[src/common/rdcc_consts.vh]
// Constants shared by the remap drain and command control block
`ifndef RDCC_CONSTS_VH
`define RDCC_CONSTS_VH

// ----------------------------------------
// Widths
// ----------------------------------------
`define RDCC_IDX_W 4
`define RDCC_SLOTS 16
`define RDCC_CNT_W 5

// ----------------------------------------
// Sequencer states
// ----------------------------------------
`define RDCC_ST_W 3
`define RDCC_ST_IDLE 3'h0
`define RDCC_ST_FLUSH 3'h1
`define RDCC_ST_INV 3'h2
`define RDCC_ST_DRAIN 3'h3
`define RDCC_ST_DONE 3'h4

// ----------------------------------------
// Command codes
// ----------------------------------------
`define RDCC_CMD_W 3
`define RDCC_CMD_NONE 3'h0
`define RDCC_CMD_IR_EN 3'h1
`define RDCC_CMD_IR_DIS 3'h2
`define RDCC_CMD_IEC 3'h3
`define RDCC_CMD_CTX 3'h4
`define RDCC_CMD_IOTLB 3'h5
`define RDCC_CMD_TR_EN 3'h6
`define RDCC_CMD_WBF 3'h7

// ----------------------------------------
// Timing
// ----------------------------------------
`define RDCC_FLUSH_CYC 4'h4
`define RDCC_INV_CYC 4'h2

`endif

[src/hw/rdcc_pend_table.v]
// Table of non-committed interrupt requests, one slot per interrupt index
`include "rdcc_consts.vh"

module rdcc_pend_table
(
    input wire clk,
    input wire rst_n,
    input wire enq_valid,
    input wire [`RDCC_IDX_W-1:0] enq_index,
    input wire enq_compat,
    input wire ack_valid,
    input wire [`RDCC_IDX_W-1:0] ack_index,
    input wire [`RDCC_SLOTS-1:0] watch_mask,
    output reg [`RDCC_SLOTS-1:0] pend,
    output reg watched_busy
);

    // ----------------------------------------
    // Per-slot pending bits
    // ----------------------------------------
    genvar g;
    generate
        for (g = 0; g < `RDCC_SLOTS; g = g + 1)
        begin : slot
            always @(posedge clk or negedge rst_n)
            begin
                if (!rst_n)
                    pend[g] <= 1'b0;
                else if (enq_valid && !enq_compat && enq_index == g)
                    pend[g] <= 1'b1;
                else if (ack_valid && ack_index == g)
                    pend[g] <= 1'b0;
            end
        end
    endgenerate

    // Registered so the sequencer reads a settled view
    always @(posedge clk or negedge rst_n)
    begin
        if (!rst_n)
            watched_busy <= 1'b0;
        else
            watched_busy <= |(pend & watch_mask);
    end

endmodule

[src/hw/rdcc_ctrl.v]
// Drain sequencing and command serialization for a remapping unit
`include "rdcc_consts.vh"

// How it works
// - Drain all non-committed non-compat interrupts
// - Drain before setting intr remap status
// - Optional drain on remap disable
// - Queued IEC invalidation drains before wait completes
// - Global IEC drains all pending interrupts
// - Index IEC drains only named index
// - Drained only on processor complex acknowledge
// - Implicit write flush before invalidations
// - Newer parts report flush not required
// - No cross-unit serialization imposed
// - Translation status set after request drain
module rdcc_ctrl
#(
    parameter FLUSH_REQ = 1'b1,
    parameter DRAIN_ON_DISABLE = 1'b1
)
(
    input wire clk,
    input wire rst_n,
    input wire cmd_valid,
    input wire [`RDCC_CMD_W-1:0] cmd_code,
    input wire cmd_global,
    input wire [`RDCC_IDX_W-1:0] cmd_index,
    input wire cmd_queued,
    input wire intr_valid,
    input wire [`RDCC_IDX_W-1:0] intr_index,
    input wire intr_compat,
    input wire intr_ack,
    input wire [`RDCC_IDX_W-1:0] intr_ack_index,
    input wire req_drain_done,
    input wire wait_dsc_req,
    output reg cmd_pending,
    output reg intr_remap_enable_status,
    output reg translation_enable_status,
    output reg write_flush_required,
    output reg wbuf_flush_req,
    output reg req_drain_req,
    output reg wait_dsc_done,
    output reg [`RDCC_SLOTS-1:0] intr_pending
);

    reg [`RDCC_ST_W-1:0] state;
    reg [`RDCC_ST_W-1:0] next_state;
    reg [`RDCC_CMD_W-1:0] cur_cmd;
    reg [`RDCC_SLOTS-1:0] watch_mask;
    reg [3:0] timer;
    reg queued_drain_open;
    wire [`RDCC_SLOTS-1:0] pend;
    wire watched_busy;
    wire is_inv;
    wire needs_drain;
    wire [`RDCC_SLOTS-1:0] idx_mask;

    rdcc_pend_table u_table
    (
        .clk(clk),
        .rst_n(rst_n),
        .enq_valid(intr_valid),
        .enq_index(intr_index),
        .enq_compat(intr_compat),
        .ack_valid(intr_ack),
        .ack_index(intr_ack_index),
        .watch_mask(watch_mask),
        .pend(pend),
        .watched_busy(watched_busy)
    );

    assign is_inv = (cur_cmd == `RDCC_CMD_IEC) || (cur_cmd == `RDCC_CMD_CTX) || (cur_cmd == `RDCC_CMD_IOTLB);
    assign needs_drain = (cur_cmd == `RDCC_CMD_IEC) || (cur_cmd == `RDCC_CMD_IR_EN) ||
                         (cur_cmd == `RDCC_CMD_TR_EN) || (cur_cmd == `RDCC_CMD_IR_DIS && DRAIN_ON_DISABLE);
    assign idx_mask = {{(`RDCC_SLOTS-1){1'b0}}, 1'b1} << cmd_index;

    // ----------------------------------------
    // Sequencer
    // ----------------------------------------
    always @*
    begin
        next_state = state;
        case (state)
            `RDCC_ST_IDLE:
                if (cmd_valid && cmd_code != `RDCC_CMD_NONE)
                    next_state = `RDCC_ST_FLUSH;
            `RDCC_ST_FLUSH:
                if (timer == 4'h0)
                    next_state = `RDCC_ST_INV;
            `RDCC_ST_INV:
                if (timer == 4'h0)
                    next_state = needs_drain ? `RDCC_ST_DRAIN : `RDCC_ST_DONE;
            `RDCC_ST_DRAIN:
                if (cur_cmd == `RDCC_CMD_TR_EN ? req_drain_done : !watched_busy)
                    next_state = `RDCC_ST_DONE;
            default:
                next_state = `RDCC_ST_IDLE;
        endcase
    end

    always @(posedge clk or negedge rst_n)
    begin
        if (!rst_n)
        begin
            state <= `RDCC_ST_IDLE;
            cur_cmd <= `RDCC_CMD_NONE;
            watch_mask <= {`RDCC_SLOTS{1'b0}};
            timer <= 4'h0;
            cmd_pending <= 1'b0;
            intr_remap_enable_status <= 1'b0;
            translation_enable_status <= 1'b0;
            write_flush_required <= 1'b0;
            wbuf_flush_req <= 1'b0;
            req_drain_req <= 1'b0;
            queued_drain_open <= 1'b0;
            wait_dsc_done <= 1'b0;
            intr_pending <= {`RDCC_SLOTS{1'b0}};
        end
        else
        begin
            state <= next_state;
            write_flush_required <= FLUSH_REQ;
            intr_pending <= pend;
            wait_dsc_done <= 1'b0;
            // Queued waits stall until the preceding IEC drain is over
            if (wait_dsc_req && !queued_drain_open && !wait_dsc_done)
                wait_dsc_done <= 1'b1;
            case (state)
                `RDCC_ST_IDLE:
                    // A request while busy is ignored; this unit waits on no other unit
                    if (cmd_valid && cmd_code != `RDCC_CMD_NONE)
                    begin
                        cur_cmd <= cmd_code;
                        cmd_pending <= 1'b1;
                        // Global drains every slot, selective only the named one
                        watch_mask <= (cmd_code != `RDCC_CMD_IEC || cmd_global) ?
                                      {`RDCC_SLOTS{1'b1}} : idx_mask;
                        queued_drain_open <= cmd_queued && cmd_code == `RDCC_CMD_IEC;
                        if (cmd_code == `RDCC_CMD_IR_DIS)
                            intr_remap_enable_status <= 1'b0;
                        if (FLUSH_REQ && (cmd_code == `RDCC_CMD_IEC || cmd_code == `RDCC_CMD_CTX ||
                            cmd_code == `RDCC_CMD_IOTLB || cmd_code == `RDCC_CMD_WBF))
                        begin
                            wbuf_flush_req <= 1'b1;
                            timer <= `RDCC_FLUSH_CYC;
                        end
                        else
                            timer <= 4'h0;
                    end
                `RDCC_ST_FLUSH:
                    if (timer == 4'h0)
                    begin
                        wbuf_flush_req <= 1'b0;
                        timer <= is_inv ? `RDCC_INV_CYC : 4'h0;
                    end
                    else
                        timer <= timer - 4'h1;
                `RDCC_ST_INV:
                    if (timer == 4'h0)
                        req_drain_req <= (cur_cmd == `RDCC_CMD_TR_EN);
                    else
                        timer <= timer - 4'h1;
                `RDCC_ST_DRAIN:
                    // Status rises only once the drain is acknowledged
                    if (next_state == `RDCC_ST_DONE)
                    begin
                        req_drain_req <= 1'b0;
                        if (cur_cmd == `RDCC_CMD_IR_EN)
                            intr_remap_enable_status <= 1'b1;
                        if (cur_cmd == `RDCC_CMD_TR_EN)
                            translation_enable_status <= 1'b1;
                    end
                default:
                begin
                    cmd_pending <= 1'b0;
                    queued_drain_open <= 1'b0;
                end
            endcase
        end
    end

endmodule

[config.mk]
export PLATFORM = sky130hd
export DESIGN_NAME = rdcc_ctrl
export DESIGN_NICKNAME = d
export VERILOG_FILES = /design/src/hw/rdcc_pend_table.v /design/src/hw/rdcc_ctrl.v
export VERILOG_INCLUDE_DIRS = /design/src /design/src/common
export SDC_FILE = /design/constraint.sdc
export NUM_CORES = 1
export LEC_CHECK = 0
export ABC_AREA = 1
export BUFFER_PORTS_ARGS = -buffer_cell sky130_fd_sc_hd__clkbuf_2
export CAP_MARGIN = 25
export CORE_MARGIN = 2
export CORE_UTILIZATION = 45
export DETAILED_ROUTE_END_ITERATION = 10
export GPL_TIMING_DRIVEN = 0
export PLACE_DENSITY_LB_ADDON = 0.1
export SETUP_SLACK_MARGIN = 0.3
export SYNTH_ARGS = -nofsm -noshare
export SYNTH_HDL_FRONTEND = slang
export SYNTH_SLANG_ARGS = --single-unit
export TNS_END_PERCENT = 50
[constraint.sdc]
create_clock -name clk -period 1.63 [get_ports clk]
set_input_delay 0.163 -clock clk [delete_from_list [all_inputs] [get_ports clk]]
set_output_delay 0.163 -clock clk [all_outputs]
set_load 0.02 [all_outputs]
==> flow_metrics.py, run 1 <==
metrics = {
    "power_and_ir_drop": {
        "power_frac_seq_pct": 39.4,
        "pwr_density_cell_nw_per_um2": 1719,
        "p_int_uw": 4097,
        "p_sw_uw": 2479,
        "power_frac_clock_pct": 23.5,
        "irDropWorstVdd_mv": 1.038,
        "leakagePower_uw": 0.001993,
        "swShare_pct": 37.70,
        "comb_power_share_pct": 37.0,
    },
    "placement": {
        "dpl.hpwl_um": 4945,
        "place_congestion": 0.8573,
        "place_ws_ns": 0.1800,
        "place_area_um2": 3443,
        "portBuffers": 47,
    },
    "global_routing": {
        "grtUsageTotal_pct": 19.50,
        "overflow": 0,
        "grt_pass1_wl_um": 11140,
        "grt_max_degree": 50,
        "antenna_found_initial": 0,
        "grt_pass1_vias": 2381,
    },
    "clock_network": {
        "numCtsBuffers": 9,
        "cts-root-buf": "clkbuf_8",
        "cts.path.max_buffers": 2,
        "htreeDepth": 3,
        "clk_pin_slew_ns": 0.07,
        "clock_latency_ns": 0.34,
        "tritoncts": "yes",
        "cts_sinks": 67,
    },
    "setup_path": {
        "worstSetupPathType": "flip-flop to flip-flop",
        "endpoint_kind": "flip-flop",
        "path_cells": "inv_2, nand2_2, nor2_4, nand2_2, nand2_2, nand2_1, nand2_1, nand2_1, nand2_1",
        "critPathRequiredTime_ns": 1.90,
        "cp_slowest_cell": "dfrtp_2",
        "startpoint_type": "flip-flop",
        "slowest_delay_ns": 0.45,
        "cpMostUsedCell": "nand2_1",
        "cp_max_fo": 5,
        "cp.arrival_ns": 1.58,
    },
    "synth": {
        "synth-seq-cells": 67,
        "yosysWarnings": 0,
        "synth-edff-count": 0,
        "seq_area_frac_synth_pct": 54.47,
        "synth_top_flop_cell": "dfrtp_1",
        "avgSynthCellArea_um2": 8.433,
        "syn_inst": 365,
        "netlist.area_leader.share_pct": 54.47,
        "yosysMostFrequentCell": "nand2_1",
        "syn_nets": 392,
        "synthTopCellsByCount": "nand2_1, dfrtp_1, o21ai_0, inv_1, nand3_1",
        "synth_top_area_cell": "dfrtp_1",
        "ys_async_sr_fraction_pct": 100.0,
        "synth_area_leaders": "dfrtp_1, nand2_1, o21ai_0",
        "yosys.cell_types.count": 29,
        "synth_area_um2": 3078,
    },
    "floorplan": {
        "start_util_pct": 45.81,
        "design.core.area_um2": 6719,
        "chipWidth_um": 86.71,
        "fp.dieArea_um2": 7518,
        "pin_count": 48,
        "die_height_um": 86.71,
        "rows": 30,
    },
    "route": {
        "drc": 0,
        "num_vias": 2578,
        "drt_iter0_markers": 123,
        "wl_per_cell_um": 12.98,
        "first_pass_iters": 4,
        "via_per_inst": 4.986,
        "wl_um": 6709,
        "ant_nets": 0,
    },
    "sta": {
        "tightest_slew_ns": 0.5122,
        "relSlewSlack_pct": 65.59,
        "hold_viol": 0,
        "report.final.slew_viol_count": 0,
        "setup_viol": 0,
        "fin_crit_sh_pct": 80.06,
        "setup_slack_ns": 0.3250,
        "period_minus_slack_ns": 1.305,
        "rsz0062_at_grt": "yes",
        "fmax_mhz": 766.3,
        "fin_worst_skew_ns": 0.007684,
    },
    "cells_and_area": {
        "multi_input_comb_area_um2": 1305,
        "final_cell_area_um2": 3825,
        "seqCellArea_um2": 1680,
        "area_delta_synth_final_pct": 24.27,
        "diodes": 0,
        "nets": 459,
        "fillers": 628,
        "drive_above_1_share_pct": 26.54,
    },
    "status": {
        "status": "completed",
    },
    "flow_run": {
        "maxCapViolCount": 0,
    },
    "min_path": {
        "worstHoldPathType": "input pin to flip-flop",
    },
}
==> path summary, 6_finish.rpt <==
path,slack (ns),cells after the start,start,endpoint
setup / recovery,0.32,9,state[1]$_DFF_PN0_,timer[2]$_DFFE_PN0P_
setup reg to reg,0.32,9,state[1]$_DFF_PN0_,timer[2]$_DFFE_PN0P_
max in group asynchronous,0.82,3,rst_n,state[1]$_DFF_PN0_
hold reg to reg,0.41,0,u_table.pend[6]$_DFFE_PN0P_,intr_pending[6]$_DFF_PN0_
min in group asynchronous,0.28,2,rst_n,timer[0]$_DFFE_PN0P_
hold / removal,0.06,2,wait_dsc_req,wait_dsc_done$_DFF_PN0_
==> power groups by stage <==
stage / Combinational (µW) / Sequential (µW) / Clock (µW)
after floorplan: 1440 / 2640 / 0
final: 2440 / 2590 / 1550
after CTS: 2190 / 2570 / 1590
after global placement: 2070 / 2590 / 0
after global routing: 2750 / 2670 / 1670
after detailed placement: 2120 / 2590 / 0
==> sequential cells by signal (all words and copies together) (netlist names) <==
signal,flops
state,3
watch_mask,16
cur_cmd,3
timer,4
queued_drain_open,1
translation_enable_status,1
intr_pending,16
wait_dsc_done,1
write_flush_required,1
u_table.pend,16
req_drain_req,1
cmd_pending,1
wbuf_flush_req,1
u_table.watched_busy,1
intr_remap_enable_status,1
==> cell type report <==
type	count	area share (%)
Timing Repair Buffer	56	8.570
Inverter	33	3.435
Clock buffer	12	4.056
Clock inverter	4	1.897
Sequential cell	67	43.93
Multi-Input combinational cell	260	34.12
Tap cell	80	2.617
Buffer	5	1.374
==> repair_timing <==
item | CTS | global route
endpoints found under the hold margin | 18 | 0
hold buffers | 1 | 0
setup buffers | 2 | 5
gates cloned | 0 | 0
pin swaps | 1 | 6
endpoints found under the setup margin | 4 | 29
gates resized for setup | 4 | 24
==> kinds of logic after synthesis <==
kind of cell | synth area share (%)
AO/OA/AOI/OAI | 8.862
XOR/XNOR | 0.2846
adder cells (fa/ha/maj) | 0.8129
buffers and inverters | 5.732
flip-flops | 54.47
other | 0.1218
AND/OR/NAND/NOR | 29.72
==> routing by layer <==
layer	global-route usage (%)	up-vias	share of wire [%]	routed length [µm]
li1	-	1312	-	-
met1	24.92	1210	46	3057
met2	32.66	47	50	3340
met3	3.238	9	2.8	190
met4	8.523	0	1.8	121
met5	0	-	0	0
==> cell usage in the layout, fill, tap and decap left out, types with 8 or more instances in the layout <==
master / synthesis / routed
buf_4: 1 / 8
clkbuf_2: 0 / 46
clkbuf_8: 0 / 11
dfrtp_1: 67 / 64
inv_1: 27 / 22
inv_2: 6 / 8
nand2_1: 144 / 140
nand2_2: 6 / 9
nand3_1: 23 / 22
nor2_1: 11 / 8
o21ai_0: 33 / 33
==> worst max-delay path: cells and delay by family (launching register included) <==
| family | cells | cell delay, ns |
|---|---|---|
| AND/OR/NAND/NOR | 8 | 0.69 |
| buffers and inverters | 1 | 0.11 |
| flip-flops | 1 | 0.45 |
==> stage by stage <==
| step | setup TNS [ns] | power (µW) | cells | hold slack [ns] | util (%) |
|---|---|---|---|---|---|
| after floorplan | 0 | 4085 | 365 | -0.1326 | - |
| after global placement | -5.408 | 4663 | 492 | 0.3980 | 50.80 |
| after detailed placement | 0 | 4709 | 493 | 0.1030 | 51.25 |
| after CTS | 0 | 6345 | 512 | 0.03910 | 55.16 |
| after global routing | 0 | 7090 | 517 | 0.04773 | 56.93 |
| final | 0 | 6576 | 517 | 0.05660 | 56.93 |
Note: power is estimated with default switching activity, not from simulation.
==> inputs of run 2 (changes only) <==
- clock period: 1.63 -> 1.2 ns (I/O delays scaled with it)
==> run 2 against run 1 <==
Against the previous run: the flow now finishes with violations (setup timing); non-clock buffer count rose by 23; wire length grew 13%; hold slack worse by 0.039 ns; critical path depth decreased by 2; final area is 13% higher; total power up 49%; die area is the same; largest cell class unchanged; highest routed layer unchanged.
==> flow_metrics.py, run 2 (same netlist as run 1, synthesis figures left out) <==
metrics = {
    "status": {
        "status": "finished with violations",
        "violations": "setup timing",
    },
    "global_routing": {
        "grt_pass1_vias": 2470,
        "grt_pass1_wl_um": 11820,
        "grtUsageTotal_pct": 20.49,
        "overflow": 0,
        "grt_max_degree": 42,
        "antenna_found_initial": 0,
    },
    "route": {
        "ant_nets": 0,
        "num_vias": 2698,
        "drt_iter0_markers": 130,
        "first_pass_iters": 4,
        "via_per_inst": 5.006,
        "drc": 0,
        "wl_per_cell_um": 14.05,
        "wl_um": 7571,
    },
    "sta": {
        "setup_viol": 27,
        "relSlewSlack_pct": 64.04,
        "period_minus_slack_ns": 1.294,
        "hold_viol": 0,
        "fin_worst_skew_ns": 0.009525,
        "report.final.slew_viol_count": 0,
        "rsz0062_at_grt": "yes",
        "tightest_slew_ns": 0.5352,
        "fin_crit_sh_pct": 107.8,
        "fmax_mhz": 773.0,
        "setup_slack_ns": -0.09362,
    },
    "cells_and_area": {
        "final_cell_area_um2": 4314,
        "reg_top3": "intr_pending: 16 flops, u_table.pend: 16 flops, watch_mask: 16 flops",
        "postLayoutCoreUtil_pct": 64.21,
        "nets": 482,
        "drive_above_1_share_pct": 36.17,
        "final_cell_mix": "nand2_1, dfrtp_1, clkbuf_8, o21ai_0, buf_4",
        "final_common_cell": "nand2_1",
        "layout.cells.non_filler": 539,
        "diodes": 0,
        "area_delta_synth_final_pct": 40.16,
        "fillers": 545,
    },
    "setup_path": {
        "cp_max_fo": 5,
        "critPathRequiredTime_ns": 1.43,
        "slowest_delay_ns": 0.42,
        "endpoint_kind": "flip-flop",
        "path_cells": "inv_2, nand3_4, nor2_8, clkinv_4, clkbuf_16, nand2_4, o21ai_2",
        "cp_slowest_cell": "dfrtp_1",
        "worstSetupPathType": "flip-flop to flip-flop",
        "cp.arrival_ns": 1.52,
        "startpoint_type": "flip-flop",
    },
    "floorplan": {
        "design.core.area_um2": 6719,
        "rows": 30,
        "pin_count": 48,
        "die_height_um": 86.71,
        "start_util_pct": 45.81,
        "chipWidth_um": 86.71,
        "fp.dieArea_um2": 7518,
    },
    "placement": {
        "portBuffers": 47,
        "place_area_um2": 3507,
        "place_congestion": 0.9203,
        "dpl.hpwl_um": 5032,
        "place_ws_ns": -0.07295,
        "dp_cells": 493,
    },
    "clock_network": {
        "numCtsBuffers": 9,
        "cts.path.max_buffers": 2,
        "clock_latency_ns": 0.34,
        "tritoncts": "yes",
        "clk_pin_slew_ns": 0.08,
        "cts-root-buf": "clkbuf_8",
        "cts_sinks": 67,
        "htreeDepth": 3,
    },
    "min_path": {
        "worstHoldPathType": "input pin to flip-flop",
    },
    "power_and_ir_drop": {
        "pwr_density_cell_nw_per_um2": 2266,
        "leakagePower_uw": 0.002183,
        "irDropWorstVdd_mv": 0.9078,
        "finalPower_uw": 9775,
    },
    "flow_run": {
        "maxCapViolCount": 0,
    },
}
-- run 2: cell types whose count changed in the layout (fill, tap and decap cells not counted), sizes merged --
cell / previous run / this run
clkinvlp: 1 / 3
inv: 33 / 32
clkinv: 1 / 3
buf: 13 / 36
clkbuf: 59 / 57
bufinv: 2 / 0
-- run 2: worst paths after layout --
path,startpoint,end,cells past startpoint,slack [ns]
worst max-delay path,state[2]$_DFF_PN0_,cur_cmd[2]$_DFFE_PN0P_,7,-0.09
worst min register to register,u_table.pend[15]$_DFFE_PN0P_,intr_pending[15]$_DFF_PN0_,0,0.40
worst min-delay path,wait_dsc_req,wait_dsc_done$_DFF_PN0_,2,0.02
worst max register to register,state[2]$_DFF_PN0_,cur_cmd[2]$_DFFE_PN0P_,7,-0.09
max in group asynchronous,rst_n,state[0]$_DFF_PN0_,3,0.42
min in group asynchronous,rst_n,intr_pending[2]$_DFF_PN0_,2,0.22
-- run 2: layout make-up --
| class | instances | area [µm²] | share of cell area [%] |
|---|---|---|---|
| Clock inverter | 5 | 40.04 | 0.9281 |
| Multi-Input combinational cell | 260 | 1423 | 32.98 |
| Timing Repair Buffer | 79 | 743.2 | 17.23 |
| Inverter | 33 | 133.9 | 3.103 |
| Clock buffer | 10 | 137.6 | 3.190 |
| Sequential cell | 67 | 1680 | 38.95 |
| Tap cell | 80 | 100.1 | 2.320 |
| Buffer | 5 | 56.30 | 1.305 |
-- run 2: routing by layer --
| layer | global-route usage, % | routed length, µm |
|---|---|---|
| met5 | 0 | 0 |
| met2 | 29.72 | 3393 |
| met1 | 30.90 | 3683 |
| met4 | 6.818 | 103 |
| met3 | 3.810 | 391 |
-- run 2: what timing repair did --
| item | 4_1_cts | 5_1_grt |
|---|---|---|
| hold endpoints to repair | 26 | 0 |
| gates cloned | 0 | 4 |
| endpoints found under the setup margin | 56 | 88 |
| setup buffers | 9 | 17 |
| pin swaps | 10 | 15 |
| gates resized for setup | 57 | 45 |
| hold buffers | 1 | 0 |
-- run 2: where the power goes --
part / switching (µW) / internal [µW] / total (µW)
Sequential: 595 / 3000 / 3590
Combinational: 2380 / 2120 / 4500
Clock: 880 / 800 / 1680
Total: 3860 / 5920 / 9780
-- run 2: stage by stage --
stage	hold WS [ns]	setup TNS, ns
2_1_floorplan	-0.1756	0
3_3_place_gp	0.3639	-31.62
3_5_place_dp	0.09561	-1.158
4_1_cts	0.01194	-0.7903
5_1_grt	0.02974	-3.263
6_report	0.01758	-1.700
-- run 2: worst max-delay path, delay by kind of cell (launching register included) --
family,cells,cell delay [ns]
AO/OA/AOI/OAI,1,0.04
buffers and inverters,3,0.41
AND/OR/NAND/NOR,3,0.30
flip-flops,1,0.42
==> inputs of run 3 (changes only) <==
- CORE_UTILIZATION: 45 -> 51
==> run 3 against run 2 <==
Against the previous run: fmax grew 2.2%; sequential power grew 2%; the flow finishes with violations (hold timing, setup timing); final cell count decreased by 3.3%.
==> flow_metrics.py, run 3 (same netlist as run 1, synthesis figures left out) <==
metrics = {
    "sta": {
        "fmax_mhz": 790.1,
        "setup_viol": 23,
        "period_minus_slack_ns": 1.266,
        "fin_crit_sh_pct": 105.5,
        "setup_slack_ns": -0.06570,
        "fin_hold_ws_ns": -0.08530,
        "rsz0062_at_grt": "yes",
        "report.final.slew_viol_count": 0,
        "tightest_slew_ns": 0.8728,
        "fin_worst_skew_ns": 0.006962,
        "relSlewSlack_pct": 41.82,
        "hold_viol": 67,
    },
    "power_and_ir_drop": {
        "pwr_density_cell_nw_per_um2": 2336,
        "power_frac_seq_pct": 37.0,
        "power_frac_clock_pct": 18.9,
        "swShare_pct": 38.66,
        "comb_power_share_pct": 44.1,
        "p_int_uw": 6069,
        "p_sw_uw": 3825,
        "leakagePower_uw": 0.002123,
        "irDropWorstVdd_mv": 1.205,
    },
    "setup_path": {
        "endpoint_kind": "flip-flop",
        "cp_slowest_cell": "dfrtp_1",
        "reg2reg_to": "watch_mask[14]$_DFFE_PN0P_",
        "slowest_delay_ns": 0.43,
        "worstSetupStartpoint": "state[1]$_DFF_PN0_",
        "startpoint_type": "flip-flop",
        "cp.arrival_ns": 1.49,
        "reg2regPathDepth": 7,
        "cp_max_fo": 5,
        "critPathRequiredTime_ns": 1.43,
        "r2r_slack_ns": -0.07,
        "worstSetupPathType": "flip-flop to flip-flop",
        "r2r-start": "state[1]$_DFF_PN0_",
        "path_cells": "inv_2, nand3_4, nor2_8, inv_4, clkbuf_16, nand2_2, nand2_1",
    },
    "global_routing": {
        "grt_pass1_vias": 2616,
        "overflow": 0,
        "grtUsageTotal_pct": 24.26,
        "grt_pass1_wl_um": 12030,
        "antenna_found_initial": 0,
        "grt_max_degree": 68,
    },
    "clock_network": {
        "cts_sinks": 67,
        "numCtsBuffers": 9,
        "htreeDepth": 3,
        "cts.path.max_buffers": 2,
        "tritoncts": "yes",
        "cts-root-buf": "clkbuf_8",
        "clk_pin_slew_ns": 0.07,
        "clock_latency_ns": 0.34,
    },
    "floorplan": {
        "die_height_um": 81.69,
        "start_util_pct": 52.30,
        "fp.dieArea_um2": 6672,
        "design.core.area_um2": 5886,
        "chipWidth_um": 81.69,
        "rows": 28,
        "pin_count": 48,
    },
    "route": {
        "wl_per_cell_um": 14.12,
        "drt_iter0_markers": 164,
        "ant_nets": 0,
        "num_vias": 2722,
        "wl_um": 7354,
        "via_per_inst": 5.225,
        "drc": 0,
        "first_pass_iters": 4,
    },
    "placement": {
        "dp_cells": 487,
        "place_congestion": 0.9039,
        "dpl.hpwl_um": 4895,
        "portBuffers": 47,
    },
    "cells_and_area": {
        "final_cell_mix": "nand2_1, dfrtp_1, clkbuf_8, o21ai_0, nand2_2",
        "reg_top3": "intr_pending: 16 flops, u_table.pend: 16 flops, watch_mask: 16 flops",
        "nets": 469,
        "diodes": 0,
        "layout.cells.non_filler": 521,
        "drive_above_1_share_pct": 35.43,
        "area_delta_synth_final_pct": 37.60,
        "final_common_cell": "nand2_1",
        "fillers": 428,
    },
    "min_path": {
        "worstHoldPathType": "input pin to async pin",
    },
    "status": {
        "status": "finished with violations",
        "violations": "hold timing, setup timing",
    },
    "flow_run": {
        "maxCapViolCount": 0,
    },
}
[run 3: critical path: cells and delay by family, from the launching register on]
family	cells	cell delay (ns)
DFF	1	0.43
buffers and inverters	3	0.35
and+or+nand+nor	4	0.35
[run 3: power groups by stage]
stage | registers, µW | logic (µW) | clock network [µW]
after global placement | 3530 | 3020 | 0
after floorplan | 3610 | 2170 | 0
after CTS | 3580 | 3910 | 1900
final | 3660 | 4360 | 1870
after detailed placement | 3550 | 3090 | 0
after global routing | 3720 | 4830 | 2030
[run 3: area by class of cell]
| type | count | area, µm² | share of cell area (%) |
|---|---|---|---|
| timing repair buffer | 66 | 630.6 | 14.89 |
| tap | 75 | 93.84 | 2.216 |
| multi-input combinational | 260 | 1445 | 34.12 |
| buffer | 5 | 56.30 | 1.329 |
| clock buffer | 13 | 158.9 | 3.752 |
| inverter | 33 | 136.4 | 3.220 |
| sequential | 67 | 1679 | 39.65 |
| clock inverter | 2 | 35.03 | 0.8272 |
[run 3: stage by stage]
| step | TNS (ns) | utilization (%) | setup WS [ns] | power (µW) | area, µm² |
|---|---|---|---|---|---|
| after global placement | -29.26 | 59.10 | -0.5575 | 6556 | 3478 |
| after global routing | -2.544 | 71.96 | -0.1328 | 10580 | 4235 |
| after floorplan | 0 | - | 0.05105 | 5785 | 3149 |
| final | -0.8355 | 71.96 | -0.06570 | 9893 | 4235 |
| after detailed placement | -1.020 | 59.14 | -0.08190 | 6644 | 3481 |
| after CTS | -0.1706 | 69.43 | -0.02748 | 9384 | 4086 |
[run 3: repair_timing]
action | CTS | global route
setup buffers | 14 | 3
resized for setup | 71 | 34
hold endpoints to repair | 67 | 3
endpoints found under the setup margin | 56 | 56
gates cloned | 1 | 1
pin swaps | 13 | 12
[run 3: how the worst max path moves through the flow]
stage / depth (start not counted) / slack, ns / endpoint
6_report: 7 / -0.07 / watch_mask[14]$_DFFE_PN0P_
5_1_grt: 8 / -0.13 / timer[2]$_DFFE_PN0P_
4_1_cts: 9 / -0.03 / timer[3]$_DFFE_PN0P_
3_5_place_dp: 8 / -0.08 / intr_remap_enable_status$_DFFE_PN0P_
3_3_place_gp: 1 / -0.56 / state[0]$_DFF_PN0_
2_1_floorplan: 7 / 0.05 / cur_cmd[2]$_DFFE_PN0P_
[run 3: per-layer routing]
metal,vias up,routed length [µm],GRT usage (%)
li1,1324,-,-
met3,18,362,7.253
met5,-,0,0
met2,79,3703,42.05
met4,0,204,8.333
met1,1301,3085,28.76
